<file path="src/core/rsr_pkg.sv">
// Purpose: Shared constants and types for the terminal status, soft reset and interrupt gating block.
// Assumes: Register offsets and word widths as mapped for the device's host port.
// Notes: All timing is in device clock cycles.
package rsr_pkg;
	localparam int unsigned DW = 16;
	localparam int unsigned AW = 16;
	localparam logic [AW-1:0] OFS_CONFIG = 16'h0000;
	localparam logic [AW-1:0] OFS_STATUS = 16'h0001;
	localparam logic [AW-1:0] OFS_HW_PEND = 16'h0006;
	localparam logic [AW-1:0] OFS_RT_PEND = 16'h0009;
	localparam logic [AW-1:0] OFS_LOG = 16'h000a;
	localparam logic [AW-1:0] OFS_HW_EN = 16'h000f;
	localparam logic [AW-1:0] OFS_HW_OE = 16'h0013;
	localparam logic [AW-1:0] OFS_RT_EN = 16'h0014;
	localparam logic [AW-1:0] OFS_RT_OE = 16'h0015;
	localparam int unsigned B_READY = 15;
	localparam int unsigned B_AUTO_INIT_ENABLE_PIN = 13;
	localparam int unsigned B_SRST = 10;
	localparam int unsigned B_MIP = 4;
	localparam int unsigned B_INH = 2;
	localparam int unsigned B_CKE = 1;
	localparam int unsigned B_RAM_INIT_MISMATCH_FLAG = 0;
	localparam int unsigned B_EXEC = 0;
	localparam int unsigned HW_CKE = 14;
	localparam int unsigned HW_RAM_INIT_MISMATCH_FLAG = 13;
	localparam int unsigned HW_RTIP = 2;
	localparam logic [DW-1:0] HW_EN_RESET = 16'h6000;
	localparam logic [8:0] LOG_BASE = 9'h180;
	localparam logic [6:0] LOG_CNT_MAX = 7'h7f;
	localparam int unsigned SRST_CYCLES = 16;
	localparam logic [DW-1:0] STATUS_RW_MASK = 16'h0400;
	typedef struct packed {
		logic rd;
		logic wr;
		logic [AW-1:0] addr;
		logic [DW-1:0] wdata;
	} rsr_req_t;
	typedef struct packed {
		logic cmd_valid;
		logic msg_done;
		logic shutdown;
		logic override;
		logic init_busy;
		logic cke_fail;
		logic ram_fail;
	} rsr_evt_t;
	typedef enum logic [1:0] {
		ST_IDLE = 2'b00,
		ST_STOP = 2'b01,
		ST_RUN = 2'b10
	} rsr_state_t;
endpackage

</file>
<file path="src/core/rsr_core.sv">
// Purpose: Master status and soft reset register, plus hardware and terminal interrupt triplets with log counter.
// Assumes: Host requests arrive already deserialised from the host port, in the clk domain.
// Notes: Event inputs are same-domain one-cycle pulses from the protocol and init engines, except init_busy, a level held through init.
`timescale 1ns/1ps
// Notes on behaviour
// - Writing 1 to soft reset bit first clears execution start, then runs soft reset.
// - Soft reset bit reads 1 until done, then self-clears, ready rises, access returns.
// - During soft reset, ready pin and status bit 15 low, host access suspended.
// - While not ready, every host read returns the status register.
// - Status bits 9 to 5 and bit 3 always read zero.
// - Message-in-progress sets on valid command, clears at message end, resets zero.
// - Inhibited flag high while a bus is shut down by mode code.
// - Shutdown ends on override mode code, master reset, or soft reset request.
// - EEPROM checksum failure during init sets status bit 1 and hardware pending 14.
// - Init failure flags apply only when auto-init pin was 1 at reset release.
// - RAM word mismatch during init sets status bit 0 and hardware pending 13.
// - Interrupt count and 64-word circular log address register are provided.
// - Two three-register interrupt groups exist, hardware and terminal.
// - Same bit position in enable, pending, output enable means the same event.
// - Events with enable bit 0 are ignored: no pending, no log, no output.
// - Enabling a bit later never recognises events from while it was clear.
// - Pending register latches each enabled event occurrence.
// - Interrupt output asserts for enabled event only when its output enable is set.
// - Host read of hardware pending register clears it to zero.
// - One active-low interrupt output is shared by both groups.
// - Ready low also during auto-init and built-in test, with access locked out.
module rsr_core #(
	parameter int unsigned SRST_LEN = rsr_pkg::SRST_CYCLES
) (
	input wire logic clk,
	input wire logic rstn,
	input wire logic ce,
	input wire logic auto_init_enable_pin,
	input wire rsr_pkg::rsr_req_t req,
	input wire rsr_pkg::rsr_evt_t evt,
	input wire logic [rsr_pkg::DW-1:0] hw_evt,
	input wire logic [rsr_pkg::DW-1:0] rt_evt,
	output logic [rsr_pkg::DW-1:0] rdata,
	output logic ready,
	output logic irq_n,
	output logic execution_start_bit,
	output logic soft_reset_active,
	output logic log_wr
);
	logic [rsr_pkg::DW-1:0] hw_en_reg;
	logic [rsr_pkg::DW-1:0] hw_oe_reg;
	logic [rsr_pkg::DW-1:0] hw_pend_reg;
	logic [rsr_pkg::DW-1:0] rt_en_reg;
	logic [rsr_pkg::DW-1:0] rt_oe_reg;
	logic [rsr_pkg::DW-1:0] rt_pend_reg;
	logic [rsr_pkg::DW-1:0] hw_en_next;
	logic [rsr_pkg::DW-1:0] hw_oe_next;
	logic [rsr_pkg::DW-1:0] hw_pend_next;
	logic [rsr_pkg::DW-1:0] rt_en_next;
	logic [rsr_pkg::DW-1:0] rt_oe_next;
	logic [rsr_pkg::DW-1:0] rt_pend_next;
	logic [6:0] log_cnt_reg;
	logic [6:0] log_cnt_next;
	logic [4:0] log_ptr_reg;
	logic [4:0] log_ptr_next;
	logic mip_reg;
	logic inh_reg;
	logic cke_reg;
	logic ram_init_mismatch_flag_reg;
	logic auto_init_enable_pin_reg;
	logic exec_reg;
	logic srst_reg;
	logic mip_next;
	logic inh_next;
	logic cke_next;
	logic ram_init_mismatch_flag_next;
	logic exec_next;
	logic srst_next;
	logic [15:0] cnt_reg;
	logic [15:0] cnt_next;
	rsr_pkg::rsr_state_t st_reg;
	rsr_pkg::rsr_state_t st_next;
	logic [rsr_pkg::DW-1:0] status_word;
	logic [rsr_pkg::DW-1:0] hw_raw;
	logic [rsr_pkg::DW-1:0] rt_raw;
	logic [rsr_pkg::DW-1:0] hw_hit;
	logic [rsr_pkg::DW-1:0] rt_hit;
	logic [rsr_pkg::DW-1:0] hw_view;
	logic [rsr_pkg::DW-1:0] rd_mux;
	logic rd_ok;
	logic wr_ok;
	logic srst_req;
	logic srst_done;
	logic any_hit;
	logic hw_rd;
	logic rt_rd;
	logic log_rd;

	assign ready = ~srst_reg & ~evt.init_busy;
	assign soft_reset_active = srst_reg;
	assign execution_start_bit = exec_reg;
	assign rd_ok = ce & req.rd & ready;
	assign wr_ok = ce & req.wr & ready;
	assign srst_req = wr_ok && req.addr == rsr_pkg::OFS_STATUS && req.wdata[rsr_pkg::B_SRST];
	assign srst_done = st_reg == rsr_pkg::ST_RUN && cnt_reg == 16'(SRST_LEN - 1);

	// unused bits are tied to zero in the concatenation.
	assign status_word = {ready, 1'b0, auto_init_enable_pin_reg, 2'b00, srst_reg, 5'h00, mip_reg, 1'b0, inh_reg, cke_reg,
		ram_init_mismatch_flag_reg};

	// init failures only count when auto-init was strapped at reset.
	assign hw_raw = hw_evt | ({16{auto_init_enable_pin_reg & evt.cke_fail}} & (16'h0001 << rsr_pkg::HW_CKE))
		| ({16{auto_init_enable_pin_reg & evt.ram_fail}} & (16'h0001 << rsr_pkg::HW_RAM_INIT_MISMATCH_FLAG));
	assign rt_raw = rt_evt;
	assign hw_hit = hw_raw & hw_en_reg;
	assign rt_hit = rt_raw & rt_en_reg;
	assign any_hit = |{hw_hit, rt_hit};
	assign log_wr = ce & any_hit;
	assign hw_view = hw_pend_reg | ((rt_pend_reg != '0) ? (16'h0001 << rsr_pkg::HW_RTIP) : 16'h0000);
	assign hw_rd = rd_ok && req.addr == rsr_pkg::OFS_HW_PEND;
	assign rt_rd = rd_ok && req.addr == rsr_pkg::OFS_RT_PEND;
	assign log_rd = rd_ok && req.addr == rsr_pkg::OFS_LOG;
	assign irq_n = ~(|(hw_pend_reg & hw_oe_reg) | |(rt_pend_reg & rt_oe_reg));

	always_comb begin
		case (req.addr)
			rsr_pkg::OFS_CONFIG: rd_mux = {15'h0000, exec_reg};
			rsr_pkg::OFS_STATUS: rd_mux = status_word;
			rsr_pkg::OFS_HW_PEND: rd_mux = hw_view;
			rsr_pkg::OFS_RT_PEND: rd_mux = rt_pend_reg;
			rsr_pkg::OFS_LOG: rd_mux = {log_cnt_reg, rsr_pkg::LOG_BASE | {3'b000, log_ptr_reg, 1'b0}};
			rsr_pkg::OFS_HW_EN: rd_mux = hw_en_reg;
			rsr_pkg::OFS_HW_OE: rd_mux = hw_oe_reg;
			rsr_pkg::OFS_RT_EN: rd_mux = rt_en_reg;
			rsr_pkg::OFS_RT_OE: rd_mux = rt_oe_reg;
			default: rd_mux = 16'h0000;
		endcase
	end

	always_comb begin
		st_next = st_reg;
		cnt_next = cnt_reg;
		srst_next = srst_reg;
		exec_next = exec_reg;
		if (wr_ok && req.addr == rsr_pkg::OFS_CONFIG)
			exec_next = req.wdata[rsr_pkg::B_EXEC];
		case (st_reg)
			rsr_pkg::ST_IDLE: begin
				if (srst_req) begin
					srst_next = 1'b1;
					st_next = rsr_pkg::ST_STOP;
				end
			end
			rsr_pkg::ST_STOP: begin
				exec_next = 1'b0;
				cnt_next = 16'h0000;
				st_next = rsr_pkg::ST_RUN;
			end
			rsr_pkg::ST_RUN: begin
				cnt_next = cnt_reg + 16'h0001;
				if (srst_done) begin
					srst_next = 1'b0;
					st_next = rsr_pkg::ST_IDLE;
				end
			end
			default: st_next = rsr_pkg::ST_IDLE;
		endcase
	end

	always_comb begin
		// Set wins over the message-end clear so a back-to-back command is not lost.
		mip_next = evt.cmd_valid | (mip_reg & ~evt.msg_done);
		// shutdown entry wins over override in the same cycle.
		inh_next = evt.shutdown | (inh_reg & ~evt.override & ~srst_req);
		cke_next = cke_reg | (auto_init_enable_pin_reg & evt.cke_fail);
		ram_init_mismatch_flag_next = ram_init_mismatch_flag_reg | (auto_init_enable_pin_reg & evt.ram_fail);
		// Read clears, but a same-cycle hit survives the clear.
		hw_pend_next = (hw_rd ? 16'h0000 : hw_pend_reg) | hw_hit;
		rt_pend_next = (rt_rd ? 16'h0000 : rt_pend_reg) | rt_hit;
		hw_en_next = (wr_ok && req.addr == rsr_pkg::OFS_HW_EN) ? req.wdata : hw_en_reg;
		hw_oe_next = (wr_ok && req.addr == rsr_pkg::OFS_HW_OE) ? req.wdata : hw_oe_reg;
		rt_en_next = (wr_ok && req.addr == rsr_pkg::OFS_RT_EN) ? req.wdata : rt_en_reg;
		rt_oe_next = (wr_ok && req.addr == rsr_pkg::OFS_RT_OE) ? req.wdata : rt_oe_reg;
		log_ptr_next = any_hit ? log_ptr_reg + 5'h01 : log_ptr_reg;
		log_cnt_next = log_rd ? 7'h00 : log_cnt_reg;
		if (any_hit && log_cnt_next != rsr_pkg::LOG_CNT_MAX)
			log_cnt_next = log_cnt_next + 7'h01;
	end

	// Not-ready reads see the status word at any address.
	always_ff @(posedge clk) begin
		if (!rstn)
			rdata <= 16'h0000;
		else if (ce && req.rd)
			rdata <= ready ? rd_mux : status_word;
	end

	// The strap is a pin, so it crosses two flops before the capture reads it.
	logic strap_meta;
	logic strap_sync;
	always_ff @(posedge clk) begin
		if (ce) begin
			strap_meta <= auto_init_enable_pin;
			strap_sync <= strap_meta;
		end
	end

	// The strap is caught on the first enabled edge after reset release, never under reset.
	// Limitation: the strap must be steady for two enabled edges before reset is released.
	logic strap_seen;
	always_ff @(posedge clk) begin
		if (!rstn) begin
			strap_seen <= 1'b0;
			auto_init_enable_pin_reg <= 1'b0;
		end else if (ce && !strap_seen) begin
			strap_seen <= 1'b1;
			auto_init_enable_pin_reg <= strap_sync;
		end
	end

	always_ff @(posedge clk) begin
		if (!rstn) begin
			st_reg <= rsr_pkg::ST_IDLE;
			cnt_reg <= 16'h0000;
			srst_reg <= 1'b0;
			exec_reg <= 1'b0;
			mip_reg <= 1'b0;
			inh_reg <= 1'b0;
			cke_reg <= 1'b0;
			ram_init_mismatch_flag_reg <= 1'b0;
		end else if (ce) begin
			st_reg <= st_next;
			cnt_reg <= cnt_next;
			srst_reg <= srst_next;
			exec_reg <= exec_next;
			mip_reg <= mip_next;
			inh_reg <= inh_next;
			cke_reg <= cke_next;
			ram_init_mismatch_flag_reg <= ram_init_mismatch_flag_next;
		end
	end

	always_ff @(posedge clk) begin
		if (!rstn) begin
			hw_en_reg <= rsr_pkg::HW_EN_RESET;
			hw_oe_reg <= 16'h0000;
			hw_pend_reg <= 16'h0000;
			rt_en_reg <= 16'h0000;
			rt_oe_reg <= 16'h0000;
			rt_pend_reg <= 16'h0000;
			log_cnt_reg <= 7'h00;
			log_ptr_reg <= 5'h00;
		end else if (ce) begin
			hw_en_reg <= hw_en_next;
			hw_oe_reg <= hw_oe_next;
			hw_pend_reg <= hw_pend_next;
			rt_en_reg <= rt_en_next;
			rt_oe_reg <= rt_oe_next;
			rt_pend_reg <= rt_pend_next;
			log_cnt_reg <= log_cnt_next;
			log_ptr_reg <= log_ptr_next;
		end
	end

	// Soft reset sequencing and host lock-out.
	chk_exec_cleared: assert property (@(posedge clk) disable iff (!rstn)
		ce && st_reg == rsr_pkg::ST_STOP |=> !execution_start_bit) else $error("exec bit not cleared");
	chk_srst_enter: assert property (@(posedge clk) disable iff (!rstn)
		ce && srst_req |=> srst_reg && st_reg == rsr_pkg::ST_STOP) else $error("soft reset not entered");
	chk_srst_ready_low: assert property (@(posedge clk) disable iff (!rstn)
		srst_reg |-> !ready && !status_word[rsr_pkg::B_READY]) else $error("ready high in reset");
	chk_write_locked: assert property (@(posedge clk) disable iff (!rstn)
		ce && req.wr && !ready |=> $stable(hw_en_reg) && $stable(hw_oe_reg) && $stable(rt_en_reg))
		else $error("write taken while busy");
	chk_notready_read: assert property (@(posedge clk) disable iff (!rstn)
		ce && req.rd && !ready |=> rdata == $past(status_word)) else $error("wrong read while busy");
	chk_reserved_zero: assert property (@(posedge clk) disable iff (!rstn)
		status_word[9:5] == 5'h00 && !status_word[3] && !status_word[14]) else $error("reserved set");
	chk_srst_len: assert property (@(posedge clk) disable iff (!rstn)
		ce && srst_done |=> !srst_reg && ready == !evt.init_busy) else $error("soft reset end");

	// Status flags.
	chk_mip_set: assert property (@(posedge clk) disable iff (!rstn)
		ce && evt.cmd_valid |=> mip_reg) else $error("mip not set");
	chk_mip_clear: assert property (@(posedge clk) disable iff (!rstn)
		ce && evt.msg_done && !evt.cmd_valid |=> !mip_reg) else $error("mip not cleared");
	chk_inh_set: assert property (@(posedge clk) disable iff (!rstn)
		ce && evt.shutdown |=> inh_reg) else $error("inhibit not set");
	chk_inh_end: assert property (@(posedge clk) disable iff (!rstn)
		ce && evt.override && !evt.shutdown |=> !inh_reg) else $error("inhibit not ended");
	chk_inh_srst: assert property (@(posedge clk) disable iff (!rstn)
		ce && srst_req && !evt.shutdown |=> !inh_reg) else $error("inhibit kept over soft reset");
	chk_cke_set: assert property (@(posedge clk) disable iff (!rstn)
		ce && auto_init_enable_pin_reg && evt.cke_fail |=> cke_reg) else $error("checksum flag not set");
	chk_flag_strap: assert property (@(posedge clk) disable iff (!rstn)
		!auto_init_enable_pin_reg && strap_seen && !cke_reg |=> !cke_reg) else $error("cke without strap");
	chk_strap_hold: assert property (@(posedge clk) disable iff (!rstn)
		strap_seen |=> $stable(auto_init_enable_pin_reg)) else $error("strap changed after capture");
	chk_ram_init_mismatch_flag_set: assert property (@(posedge clk) disable iff (!rstn)
		ce && auto_init_enable_pin_reg && evt.ram_fail |=> ram_init_mismatch_flag_reg) else $error("ram mismatch flag not set");

	// Interrupt gating, pending and log count.
	chk_log_step: assert property (@(posedge clk) disable iff (!rstn)
		ce && any_hit && !log_rd && log_cnt_reg != rsr_pkg::LOG_CNT_MAX |=> log_cnt_reg == $past(log_cnt_reg) + 7'h01)
		else $error("log count not advanced");
	chk_gate_off: assert property (@(posedge clk) disable iff (!rstn)
		ce && !hw_hit[5] && !hw_pend_reg[5] |=> !hw_pend_reg[5]) else $error("disabled event latched");
	chk_pend_latch: assert property (@(posedge clk) disable iff (!rstn)
		ce && hw_hit[5] |=> hw_pend_reg[5]) else $error("enabled event not latched");
	chk_irq_gate: assert property (@(posedge clk) disable iff (!rstn)
		!irq_n |-> |(hw_pend_reg & hw_oe_reg) || |(rt_pend_reg & rt_oe_reg)) else $error("irq not gated");
	chk_pend_clear: assert property (@(posedge clk) disable iff (!rstn)
		ce && hw_rd && hw_hit == '0 |=> hw_pend_reg == '0) else $error("pending not cleared");
	chk_rt_clear: assert property (@(posedge clk) disable iff (!rstn)
		ce && rt_rd && rt_hit == '0 |=> rt_pend_reg == '0) else $error("terminal pending not cleared");
	chk_irq_assert: assert property (@(posedge clk) disable iff (!rstn)
		(|(hw_pend_reg & hw_oe_reg) || |(rt_pend_reg & rt_oe_reg)) |-> !irq_n) else $error("irq not raised");
endmodule

</file>
<file path="config.mk">
export PLATFORM = sky130hd
export DESIGN_NAME = rsr_core
export DESIGN_NICKNAME = d
export VERILOG_FILES = /design/src/core/rsr_pkg.sv /design/src/core/rsr_core.sv
export SDC_FILE = /design/constraint.sdc
export NUM_CORES = 1
export LEC_CHECK = 0
export ABC_AREA = 1
export ABC_CLOCK_PERIOD_IN_PS = 3000
export BUFFER_PORTS_ARGS = -buffer_cell sky130_fd_sc_hd__buf_2
export CORE_MARGIN = 10
export CORE_UTILIZATION = 63
export CTS_CLUSTER_DIAMETER = 120
export DETAILED_ROUTE_END_ITERATION = 6
export GPL_TIMING_DRIVEN = 0
export PLACE_DENSITY = 0.86
export REMOVE_ABC_BUFFERS = 1
export SLEW_MARGIN = 30
export SYNTH_ARGS = -nofsm -noshare
export SYNTH_HDL_FRONTEND = slang
export SYNTH_SLANG_ARGS = --single-unit
</file>
<file path="constraint.sdc">
create_clock -name clk -period 3 [get_ports clk]
set_input_delay 0.15 -clock clk [delete_from_list [all_inputs] [get_ports clk]]
set_output_delay 0.15 -clock clk [all_outputs]
set_load 0.01 [all_outputs]
</file>
Word-level counts from Yosys, hierarchy flattened
Cells that the tools add are included.
{ "word_totals": {"word_cells": 118, "register_bits": 152, "inputBits": 77, "out_inout_bits": 21} }
{ "classes": {"n_eq_ne": 14, "n_addsub": 3, "n_reduce_logical": 33, "bitwise_logic": 31, "muxes": 16} }
{ "ops": {"columns": ["op", "n"], "rows": [
  ["16-bit case mux with 9 select lines", 1],
  ["16-bit bitwise AND", 4],
  ["16-bit by 4-bit == test with 1-bit output, second input constant", 4],
  ["16-bit by 5-bit == test with 1-bit output, second input constant", 3],
  ["16-bit two-way mux", 3],
  ["16-bit OR", 2],
  ["16-bit case mux with 2 select lines", 1],
  ["16-bit OR reduction", 2],
  ["32-bit OR reduction", 1],
  ["16-bit by 1-bit adder with 16-bit output, second input constant", 1],
  ["16-bit by 1-bit == test with 1-bit output, second input constant", 1],
  ["16-bit by 3-bit == test with 1-bit output, second input constant", 1],
  ["16-bit zero test", 1],
  ["16-bit by 14-bit OR with 16-bit output", 1],
  ["16-bit by 15-bit OR with 16-bit output", 1],
  ["16-bit by 3-bit OR with 16-bit output", 1],
  ["16-bit nonzero test", 1],
  ["1-bit logical AND", 14],
  ["7-bit two-way mux", 2],
  ["2-bit AND reduction", 7],
  ["1-bit bitwise AND", 11],
  ["7-bit by 1-bit adder with 7-bit output, second input constant", 1],
  ["7-bit inequality test, second input constant", 1],
  ["1-bit NOT", 6],
  ["other kinds (15)", 26]
]} }

Depth between registers and ports, before layout
Gate-level depths: netlist of run 1.
{ "depth": {"word_depth": 8, "mapped_depth": 17, "depth_no_buf": 16} }

Least setup slack after synthesis of run 1
Ideal clock, no wire load.
{ "synth_timing": {"path_type": "register to register", "from": "register srst_reg, in the netlist soft_reset_active", "to": "register log_cnt_reg[2]", "stages_incl_launch_ff": 15, "required_ps": 2885, "setup_time_ps": 115, "synth_period_minus_slack_ps": 2086, "setup_slack_ps": 914, "n_path_buf": 1, "arrival_time_ps": 1971, "cell_sequence": "dfxtp_1 > or2_1 > nor2_4 > nand3_2 > buf_4 > nand2_1 > inv_1 > ha_1 > nand2_1 > nand3b_1 > o21ai_2 > nor2_2 > nand3_1 > nand2_1 > nor2_1"} }
{ "synth_between": {"elab_chain_len": 8, "elab_cells_between_ends": 9} }
{ "synth_lines": {"columns": ["element", "line", "source"], "rows": [
  ["from (decl)", "rsr_core.sv:67", "logic srst_reg;"],
  ["from (signal assigned)", "rsr_core.sv:229", "srst_reg <= srst_next;"],
  ["1-bit NOT *", "rsr_core.sv:94", "assign ready = ~srst_reg & ~evt.init_busy;"],
  ["1-bit bitwise AND *", "rsr_core.sv:94", null],
  ["1-bit bitwise AND *", "rsr_core.sv:97", "assign rd_ok = ce & req.rd & ready;"],
  ["1-bit logical AND *", "rsr_core.sv:117", "assign log_rd = rd_ok && req.addr == rsr_pkg::OFS_LOG;"],
  ["7-bit two-way mux *", "rsr_core.sv:180", "log_cnt_next = log_rd ? 7'h00 : log_cnt_reg;"],
  ["parallel branches: the longest is 2 deep, another holds 7-bit by 1-bit adder with 7-bit output", null, null],
  ["7-bit two-way mux *", "rsr_core.sv:181", "if (any_hit && log_cnt_next != rsr_pkg::LOG_CNT_MAX)"],
  ["to (signal assigned)", "rsr_core.sv:255", "log_cnt_reg <= log_cnt_next;"],
  ["to (decl)", "rsr_core.sv:57", "logic [6:0] log_cnt_reg;"]
]} }
Every way passes the cells marked *.
A chain may end at the register's enable or synchronous reset.

Worst setup path in the final report of run 1
{ "layout_timing": {"from": "input port req[29] (netlist name)", "to": "register hw_oe_reg[2] (netlist name)"} }
{ "layout_between": {"elab_chain_len": 3} }
{ "layout_lines": {"columns": ["element", "line", "source"], "rows": [
  ["from (decl)", "rsr_core.sv:34", "input wire rsr_pkg::rsr_req_t req,"],
  ["16-bit by 5-bit == test with 1-bit output", "rsr_core.sv:176", "hw_oe_next = (wr_ok && req.addr == rsr_pkg::OFS_HW_OE) ? req.wdata : hw_oe_reg;"],
  ["1-bit logical AND", "rsr_core.sv:176", null],
  ["2-bit AND reduction (no source line)", null, null],
  ["to (signal assigned)", "rsr_core.sv:250", "hw_oe_reg <= hw_oe_next;"],
  ["to (decl)", "rsr_core.sv:46", "logic [rsr_pkg::DW-1:0] hw_oe_reg;"]
]} }
Every way passes these cells.

==> results.sh, run 1 <==
export IMPL_status="complete, no violations"
export IMPL_p_leak_nw=3.73
export IMPL_cts_tree="yes"
export IMPL_placementRows=40
export IMPL_worstPathArrival_ps=3000
export IMPL_r2r_start="soft_reset_active"
export IMPL_clkLatencyLatePin_ps=430
export IMPL_p_switching_mw=0.999
export IMPL_netlist_area_leader_share=0.395
export IMPL_start_util=0.638
export IMPL_dr_pass1_iters=6
export IMPL_ys_warn_count=0
export IMPL_whs_ps=3.81
export IMPL_synth_top_cells_by_count="nand2_1 (267), dfxtp_1 (150), a21oi_1 (130), nand3_1 (110), inv_1 (100)"
export IMPL_slew_viol_final=0
export IMPL_ant_nets=0
export IMPL_cts_htree_levels=4
export IMPL_worst_slack_ps=344
export IMPL_seqPwrFrac=0.447
export IMPL_switching_share=0.218
export IMPL_cts_setup_buffers=0
export IMPL_synth_edf_count=2
export IMPL_crit_type="in2reg"
export IMPL_vias_per_cell=6.04
export IMPL_initialDrtViolationCount=1195
export IMPL_setup_viol_count_final=0
export IMPL_combPwrFrac=0.053
export IMPL_synth_most_common_cell="nand2_1"
export IMPL_fin_nets=1275
export IMPL_synth_flop_cell="dfxtp_1"
export IMPL_stdcell_count=1351
export IMPL_gp_congestion=0.961
export IMPL_area_growth_synth_to_final_pct=16.3
export IMPL_multiInputGateArea_um2=3910
export IMPL_fin_crit_sh=0.885
export IMPL_layout_drive_gt1_share=0.148
export IMPL_wl_um=24100
export IMPL_grt_ovfl_total=0
export IMPL_track_usage=0.288
export IMPL_ys_top_cells_by_area="dfxtp_1 (39%), nand2_1 (13%), a21oi_1 (8.6%)"
export IMPL_critPathLaunchType="input pin"
export IMPL_grt_pass1_vias=7672
export IMPL_cts_resized=0
export IMPL_seq_area_um2=3060
export IMPL_avgSynthCellArea_um2=6.85
export IMPL_syn_area_um2=7600
export IMPL_busiest_layer="met2"
export IMPL_die_area_um2=16900
export IMPL_dp_cells=1311
export IMPL_grt_start_max_net_pins=62
export IMPL_vias=8156
export IMPL_die_h_um=130
export IMPL_yosysSeqAreaShare=0.403
export IMPL_ir_drop_mv=0.455
export IMPL_path_clk_slew_ps=60
export IMPL_die_w_um=130
export IMPL_dp_slack_ps=-6.29
export IMPL_n_fill_cell=984
export IMPL_hold_class="in2reg"
export IMPL_ys_types=42
export IMPL_io_buffers=97
export IMPL_synth_seq_cells=152
export IMPL_crit_path_start="req[29]"
export IMPL_path_max_fanout=28
export IMPL_relSlewSlack=0.404
export IMPL_timing_final_crit_period_ps=2660
export IMPL_use_met2=0.468
export IMPL_worstSetupEndpointType="flop"
export IMPL_p_int_mw=3.59
export IMPL_min_from="req[7]"
export IMPL_numCtsBuffers=17
export IMPL_synth_top_area_cell="dfxtp_1"
export IMPL_synth_async_reset_ratio=0
export IMPL_cp_required_ps=3340
export IMPL_core_um2=11900
export IMPL_grt_pass1_wl_um=38300
export IMPL_cts_root_buf="clkbuf_16"
export IMPL_drv_cap=0
export IMPL_antenna_found_initial=0
export IMPL_rsz0062_at_grt="false"
export IMPL_hold_viol=0
export IMPL_grtUsageMet1=0.352
export IMPL_worstMarginPinSlew_ps=887
export IMPL_post_drt_wl_per_cell_um=17.8
export IMPL_clkPwrFrac=0.500
export IMPL_dp_hpwl_um=16400
export IMPL_cts_buffer_depth=2
export IMPL_synth_cells=1110
export IMPL_fmax_ghz=0.376
export IMPL_diodes=0
export IMPL_power_per_cell_area_nw_per_um2=519
export IMPL_finalClockSkew_ps=8.23
export IMPL_pin_count=98
export IMPL_cts_num_sinks=152
export IMPL_hold_buffers=9
export IMPL_met3_usage=0.0791
export IMPL_route_detailed_drc=0
==> critical path: stages <==
cell     delay (ps)
buf_2           100
nor2_1          100
nand2_1          90
nor2_4          510
buf_16          250
nand2_1         100
nor3_1          160
nand2_1         350
inv_1           670
o21ai_0         270
a21oi_1         220
==> metal layers <==
layer	wire length [um]	vias up
met5	0	-
met1	9310	3713
met2	11200	495
li1	-	3865
met3	2680	83
met4	925	0
==> final timing paths <==
path                  endpoint  slack [ps]  cells past startpoint
setup / recovery  hw_oe_reg[2]         340                     11
hold / removal    rt_oe_reg[7]           4                      3
setup reg to reg  hw_oe_reg[2]         350                      6
hold reg to reg     strap_sync         430                      0
==> placed cells by master (no fill, tap or decap), types with 5 or more instances in the layout <==
cell type,instances
buf_2,95
nand4_1,11
a211oi_2,13
o22ai_1,8
nor4_1,5
dfxtp_1,150
a21oi_1,130
nor2_2,9
a221oi_1,6
a22o_1,6
o21ai_0,72
o21ai_1,10
ha_1,6
nand2_2,7
dlygate4sd3_1,9
clkbuf_16,17
nor2_1,95
nand2_1,267
nand3_1,110
nor3_1,23
inv_2,9
inv_1,99
==> stage by stage <==
| stage | utilization | power [mW] | setup TNS [ps] | area [um2] |
|---|---|---|---|---|
| 2_1_floorplan | - | 2.19 | 0 | 7370 |
| 3_3_place_gp | 0.675 | 2.31 | -77980 | 8040 |
| 3_5_place_dp | 0.681 | 2.32 | -6.29 | 8110 |
| 4_1_cts | 0.742 | 4.58 | 0 | 8830 |
| 5_1_grt | 0.742 | 4.70 | 0 | 8840 |
| 6_report | 0.742 | 4.59 | 0 | 8840 |
==> kinds of logic (layout without fill, tap and decap cells) <==
group | Yosys count | count (layout) | share of synthesized area
buffers and inverters | 155 | 249 | 0.0846
AO/OA/AOI/OAI | 255 | 255 | 0.191
adder cells (fa/ha/maj) | 6 | 6 | 0.00987
flip-flops | 152 | 152 | 0.403
AND/OR/NAND/NOR | 542 | 542 | 0.311
==> power groups by stage <==
stage,Combinational (mW),Clock (mW),Sequential (mW)
finish,0.243,2.29,2.05
global route,0.266,2.38,2.05
CTS,0.237,2.29,2.05
detailed placement,0.226,0,2.10
global placement,0.216,0,2.10
floorplan,0.0971,0,2.09
==> cell type report <==
class,instances,share of cell area
inverter,110,0.0470
clock inverter,8,0.0161
sequential,152,0.346
clock buffer,23,0.0552
timing repair buffer,108,0.0719
tap,147,0.0208
multi-input combinational,803,0.443
Note: power is estimated with default switching activity, not from simulation.
==> inputs of run 2 (changes only) <==
--- a/config.mk
+++ b/config.mk
@@ -8,7 +8,7 @@
 export ABC_AREA = 1
 export ABC_CLOCK_PERIOD_IN_PS = 3000
 export BUFFER_PORTS_ARGS = -buffer_cell sky130_fd_sc_hd__buf_2
-export CORE_MARGIN = 10
+export CORE_MARGIN = 8
 export CORE_UTILIZATION = 63
 export CTS_CLUSTER_DIAMETER = 120
 export DETAILED_ROUTE_END_ITERATION = 6
==> run 2 against run 1 <==
Non-clock buffer count decreased by 2; die area shrank 6.1%; final area decreased by 1.0%; setup slack lost 39 ps; clock-buffer cell count did not move; critical path type unchanged.
==> results.sh, run 2 (synthesized netlist as in run 1, its figures left out) <==
export IMPL_rsz0062_at_grt="false"
export IMPL_ant_nets=0
export IMPL_track_usage=0.301
export IMPL_initialDrtViolationCount=1118
export IMPL_fmax_ghz=0.371
export IMPL_whs_ps=5.26
export IMPL_area_growth_synth_to_final_pct=15.1
export IMPL_power_per_cell_area_nw_per_um2=496
export IMPL_ir_drop_mv=0.502
export IMPL_cts_tree="yes"
export IMPL_fin_total_pwr_mw=4.34
export IMPL_die_h_um=126
export IMPL_seqPwrFrac=0.473
export IMPL_crit_chain="buf_4, nand2_2, nor2_4, nand3_2, nand2_1, inv_1, ha_1, nand2_1, nand3b_1, o21ai_2, nor2_2, nand2_1, nand2_1, inv_1, nor2_1"
export IMPL_crit_type="in2reg"
export IMPL_max_stage_delay_ps=510
export IMPL_layout_drive_gt1_share=0.149
export IMPL_grt_start_max_net_pins=62
export IMPL_die_area_um2=15800
export IMPL_critPathLaunchType="input pin"
export IMPL_crit_family="simple AND/OR/NAND/NOR gates"
export IMPL_clkPwrFrac=0.472
export IMPL_gp_congestion=0.937
export IMPL_placementRows=40
export IMPL_numCtsBuffers=17
export IMPL_timing_final_crit_period_ps=2700
export IMPL_die_w_um=126
export IMPL_dr_pass1_iters=5
export IMPL_crit_path_start="ce"
export IMPL_crit_buf_inv=3
export IMPL_combPwrFrac=0.055
export IMPL_antenna_found_initial=0
export IMPL_layout_common_cells="nand2_1 (267), dfxtp_1 (150), a21oi_1 (130)"
export IMPL_final_common_cell="nand2_1"
export IMPL_drv_cap=0
export IMPL_pin_count=98
export IMPL_setup_tns_final_ps=0
export IMPL_hold_class="in2reg"
export IMPL_cts_num_sinks=152
export IMPL_cts_buffer_depth=2
export IMPL_cts_htree_levels=4
export IMPL_grt_pass1_vias=7702
export IMPL_status="complete, no violations"
export IMPL_path_common_cell="nand2_1"
export IMPL_cts_root_buf="clkbuf_16"
export IMPL_grt_pass1_wl_um=38400
export IMPL_clkLatencyLatePin_ps=430
export IMPL_diodes=0
export IMPL_finalClockSkew_ps=8.23
export IMPL_relSlewSlack=0.414
export IMPL_core_um2=11900
export IMPL_hold_viol=0
export IMPL_slew_viol_final=0
export IMPL_setup_viol_count_final=0
export IMPL_wl_um=23900
export IMPL_worstMarginPinSlew_ps=872
export IMPL_fin_crit_sh=0.898
export IMPL_worstPathArrival_ps=3060
export IMPL_fin_nets=1273
export IMPL_p_leak_nw=3.69
export IMPL_grt_ovfl_total=0
export IMPL_start_util=0.638
export IMPL_vias_per_cell=6.08
export IMPL_dp_hpwl_um=16300
export IMPL_cts_setup_buffers=0
export IMPL_r2r_start="soft_reset_active"
export IMPL_slowest_stage="buf_4"
export IMPL_min_from="hw_evt[10]"
export IMPL_path_clk_slew_ps=60
export IMPL_vias=8198
export IMPL_switching_share=0.227
export IMPL_path_max_fanout=51
export IMPL_cp_required_ps=3360
export IMPL_post_drt_wl_per_cell_um=17.7
export IMPL_route_detailed_drc=0
export IMPL_p_switching_mw=0.984
export IMPL_io_buffers=97
export IMPL_worstSetupEndpointType="flop"
export IMPL_p_int_mw=3.36
## run 2: changes by cell type in the layout (fill, tap and decap cells not counted)
| cell | before | now |
|---|---|---|
| clkinvlp_4 | 1 | 2 |
| dlygate4sd3_1 | 9 | 7 |
| clkinv_2 | 3 | 5 |
| bufinv_16 | 4 | 1 |
| clkbuf_1 | 2 | 1 |
| clkbuf_8 | 4 | 5 |
| buf_16 | 2 | 1 |
| buf_12 | 0 | 1 |
## run 2: worst paths after layout
kind,end,slack (ps),cells after the start
worst max-delay path,log_cnt_reg[5],300,15
worst min-delay path,hw_pend_reg[10],5,3
worst max register to register,hw_oe_reg[3],450,6
worst min register to register,strap_sync,440,0
## run 2: repair_timing
action,4_1_cts,5_1_grt
gates resized for setup,0,0
endpoints found under the setup margin,0,0
hold buffers,7,0
endpoints found under the hold margin,6,0
## run 2: power groups by stage
stage / combinational [mW] / sequential [mW] / clock (mW)
2_1_floorplan: 0.0971 / 2.09 / 0
3_3_place_gp: 0.216 / 2.10 / 0
3_5_place_dp: 0.224 / 2.10 / 0
4_1_cts: 0.233 / 2.05 / 2.05
5_1_grt: 0.258 / 2.05 / 2.15
6_report: 0.238 / 2.05 / 2.05
## run 2: final cells by class
class / instances / area (um2)
Fill cell: 980 / 3160
Multi-Input combinational cell: 803 / 3910
Clock buffer: 23 / 498
Tap cell: 147 / 184
Clock inverter: 8 / 70.1
Inverter: 110 / 415
Sequential cell: 152 / 3060
Timing Repair Buffer: 106 / 608
## run 2: worst reg2reg max path: stages (launching register included)
cell and delay [ps]:
dfxtp_1 320, or2_1 320, nor2_2 310, nand2_1 420, inv_1 690, o21ai_0 240
a21oi_1 170
## run 2: layer usage
layer	up-vias	track usage	routed length [um]
met4	0	0.150	975
met2	507	0.477	11000
met1	3728	0.368	9050
met5	-	0	0
li1	3872	-	-
met3	91	0.0865	2790
## run 2: metrics by stage
step / instance area [um2] / instances / util / setup WS [ps]
2_1_floorplan: 7370 / 1065 / - / 224
3_3_place_gp: 8040 / 1309 / 0.675 / -1210
3_5_place_dp: 8110 / 1311 / 0.680 / 10.2
4_1_cts: 8740 / 1349 / 0.734 / 405
5_1_grt: 8750 / 1349 / 0.735 / 109
6_report: 8750 / 1349 / 0.735 / 305
==> inputs of run 3 (changes only) <==
--- a/config.mk
+++ b/config.mk
@@ -14,6 +14,7 @@
 export DETAILED_ROUTE_END_ITERATION = 6
 export GPL_TIMING_DRIVEN = 0
 export PLACE_DENSITY = 0.86
+export RECOVER_POWER = 100
 export REMOVE_ABC_BUFFERS = 1
 export SLEW_MARGIN = 30
 export SYNTH_ARGS = -nofsm -noshare
==> run 3 against run 2 <==
Register-to-register slack got worse by 230 ps; combinational power about the same; final area decreased by 0.94%; sequential share of layout area increased by 0.33 points; routed wire length rose by 0.30%; critical path depth decreased by 5; first-iteration DRC count rose by 0.89%; core utilization shrank 0.69 points; critical endpoint is now hw_pend_reg[2]; largest power group unchanged.
==> results.sh, run 3 (synthesized netlist as in run 1, its figures left out) <==
export IMPL_path_clk_slew_ps=60
export IMPL_setup_viol_count_final=0
export IMPL_final_common_cell="nand2_1"
export IMPL_cts_tree="yes"
export IMPL_p_int_mw=3.35
export IMPL_crit_chain="buf_2, nor2_1, nand2_1, nor2_4, buf_16, nand2_1, inv_1, nand2_1, nand2_1, a21oi_1"
export IMPL_pin_count=98
export IMPL_crit_family="simple AND/OR/NAND/NOR gates"
export IMPL_route_detailed_drc=0
export IMPL_cts_buffer_depth=2
export IMPL_finalClockSkew_ps=7.86
export IMPL_rr_worst_depth=5
export IMPL_slowest_stage="nand2_1"
export IMPL_crit_buf_inv=3
export IMPL_hold_class="in2reg"
export IMPL_grt_ovfl_total=0
export IMPL_hold_viol=0
export IMPL_placementRows=40
export IMPL_critPathLaunchType="input pin"
export IMPL_vias=8209
export IMPL_wl_um=23900
export IMPL_grt_pass1_wl_um=38400
export IMPL_seq_area_um2=3060
export IMPL_placed_area_um2=8110
export IMPL_antenna_found_initial=0
export IMPL_multiInputGateArea_um2=3860
export IMPL_cts_htree_levels=4
export IMPL_clkPwrFrac=0.472
export IMPL_dr_pass1_iters=7
export IMPL_track_usage=0.301
export IMPL_n_fill_cell=1007
export IMPL_combPwrFrac=0.054
export IMPL_p_leak_nw=3.60
export IMPL_stdcell_count=1349
export IMPL_cp_required_ps=3310
export IMPL_die_area_um2=15800
export IMPL_worstPathArrival_ps=3130
export IMPL_path_max_fanout=27
export IMPL_start_util=0.638
export IMPL_cts_root_buf="clkbuf_16"
export IMPL_dp_hpwl_um=16300
export IMPL_clkLatencyLatePin_ps=430
export IMPL_layout_common_cells="nand2_1 (270), dfxtp_1 (150), a21oi_1 (130)"
export IMPL_status="complete, no violations"
export IMPL_max_stage_delay_ps=720
export IMPL_initialDrtViolationCount=1128
export IMPL_ir_drop_mv=0.504
export IMPL_fmax_ghz=0.355
export IMPL_timing_final_crit_period_ps=2820
export IMPL_relSlewSlack=0.125
export IMPL_diodes=0
export IMPL_power_per_cell_area_nw_per_um2=501
export IMPL_hold_depth=3
export IMPL_rsz0062_at_grt="false"
export IMPL_fin_nets=1273
export IMPL_crit_type="in2reg"
export IMPL_post_drt_wl_per_cell_um=17.7
export IMPL_io_buffers=97
export IMPL_drv_cap=0
export IMPL_cts_num_sinks=152
export IMPL_worstMarginPinSlew_ps=1310
export IMPL_cts_setup_buffers=0
export IMPL_design_area_um2=8670
export IMPL_vias_per_cell=6.09
export IMPL_slew_viol_final=0
export IMPL_worstSetupEndpointType="flop"
export IMPL_die_w_um=126
export IMPL_fin_crit_sh=0.940
export IMPL_cp_depth=10
export IMPL_grt_pass1_vias=7702
export IMPL_dp_cells=1311
export IMPL_path_common_cell="nand2_1"
export IMPL_layout_drive_gt1_share=0.116
export IMPL_setup_tns_final_ps=0
export IMPL_core_um2=11900
export IMPL_whs_ps=2.24
export IMPL_gp_congestion=0.937
export IMPL_die_h_um=126
export IMPL_numCtsBuffers=17
export IMPL_switching_share=0.227
export IMPL_grt_start_max_net_pins=62
export IMPL_p_switching_mw=0.985
export IMPL_cts_resized=0
export IMPL_area_growth_synth_to_final_pct=14.0
export IMPL_seqPwrFrac=0.473
export IMPL_ant_nets=0
## run 3: changes by cell type in the layout (fill, tap and decap cells not counted), sizes merged
cell,previous run,this run
buf,99,77
clkbuf,23,45
## run 3: metal layers
layer | track usage | wire length, um
met4 | 0.150 | 999
met1 | 0.368 | 9180
met5 | 0 | 0
met3 | 0.0865 | 2810
met2 | 0.477 | 10900
## run 3: worst paths after layout
path / startpoint / endpoint / slack, ps
hold reg to reg: strap_meta / strap_sync / 440
hold / removal: hw_evt[10] / hw_pend_reg[10] / 2
setup reg to reg: soft_reset_active / rt_en_reg[3] / 220
setup / recovery: req[29] / hw_pend_reg[2] / 180
## run 3: metrics by stage
stage	power, mW	util	worst slack [ps]
floorplan	2.19	-	224
detailed placement	2.32	0.680	10.2
finish	4.34	0.728	179
global route	4.46	0.728	108
CTS	4.33	0.734	405
global placement	2.31	0.675	-1210
## run 3: power groups by stage
stage	Combinational (mW)	Sequential, mW	Clock, mW
floorplan	0.0971	2.09	0
global placement	0.216	2.10	0
detailed placement	0.224	2.10	0
CTS	0.233	2.05	2.05
global route	0.255	2.05	2.15
finish	0.235	2.05	2.05
## run 3: tightest hold or removal path: stages
cell,delay [ps]
buf_2,100
nand3_1,70
a21oi_1,60
## run 3: area by class of cell
type,count,area share
clock inverter,8,0.00808
multi-input combinational,803,0.445
tap,147,0.0212
timing repair buffer,106,0.0670
sequential,152,0.353
clock buffer,23,0.0574
inverter,110,0.0479
## run 3: timing repair
item,CTS,global route
setup endpoints to repair,0,0
hold endpoints to repair,6,0
hold buffers,7,0
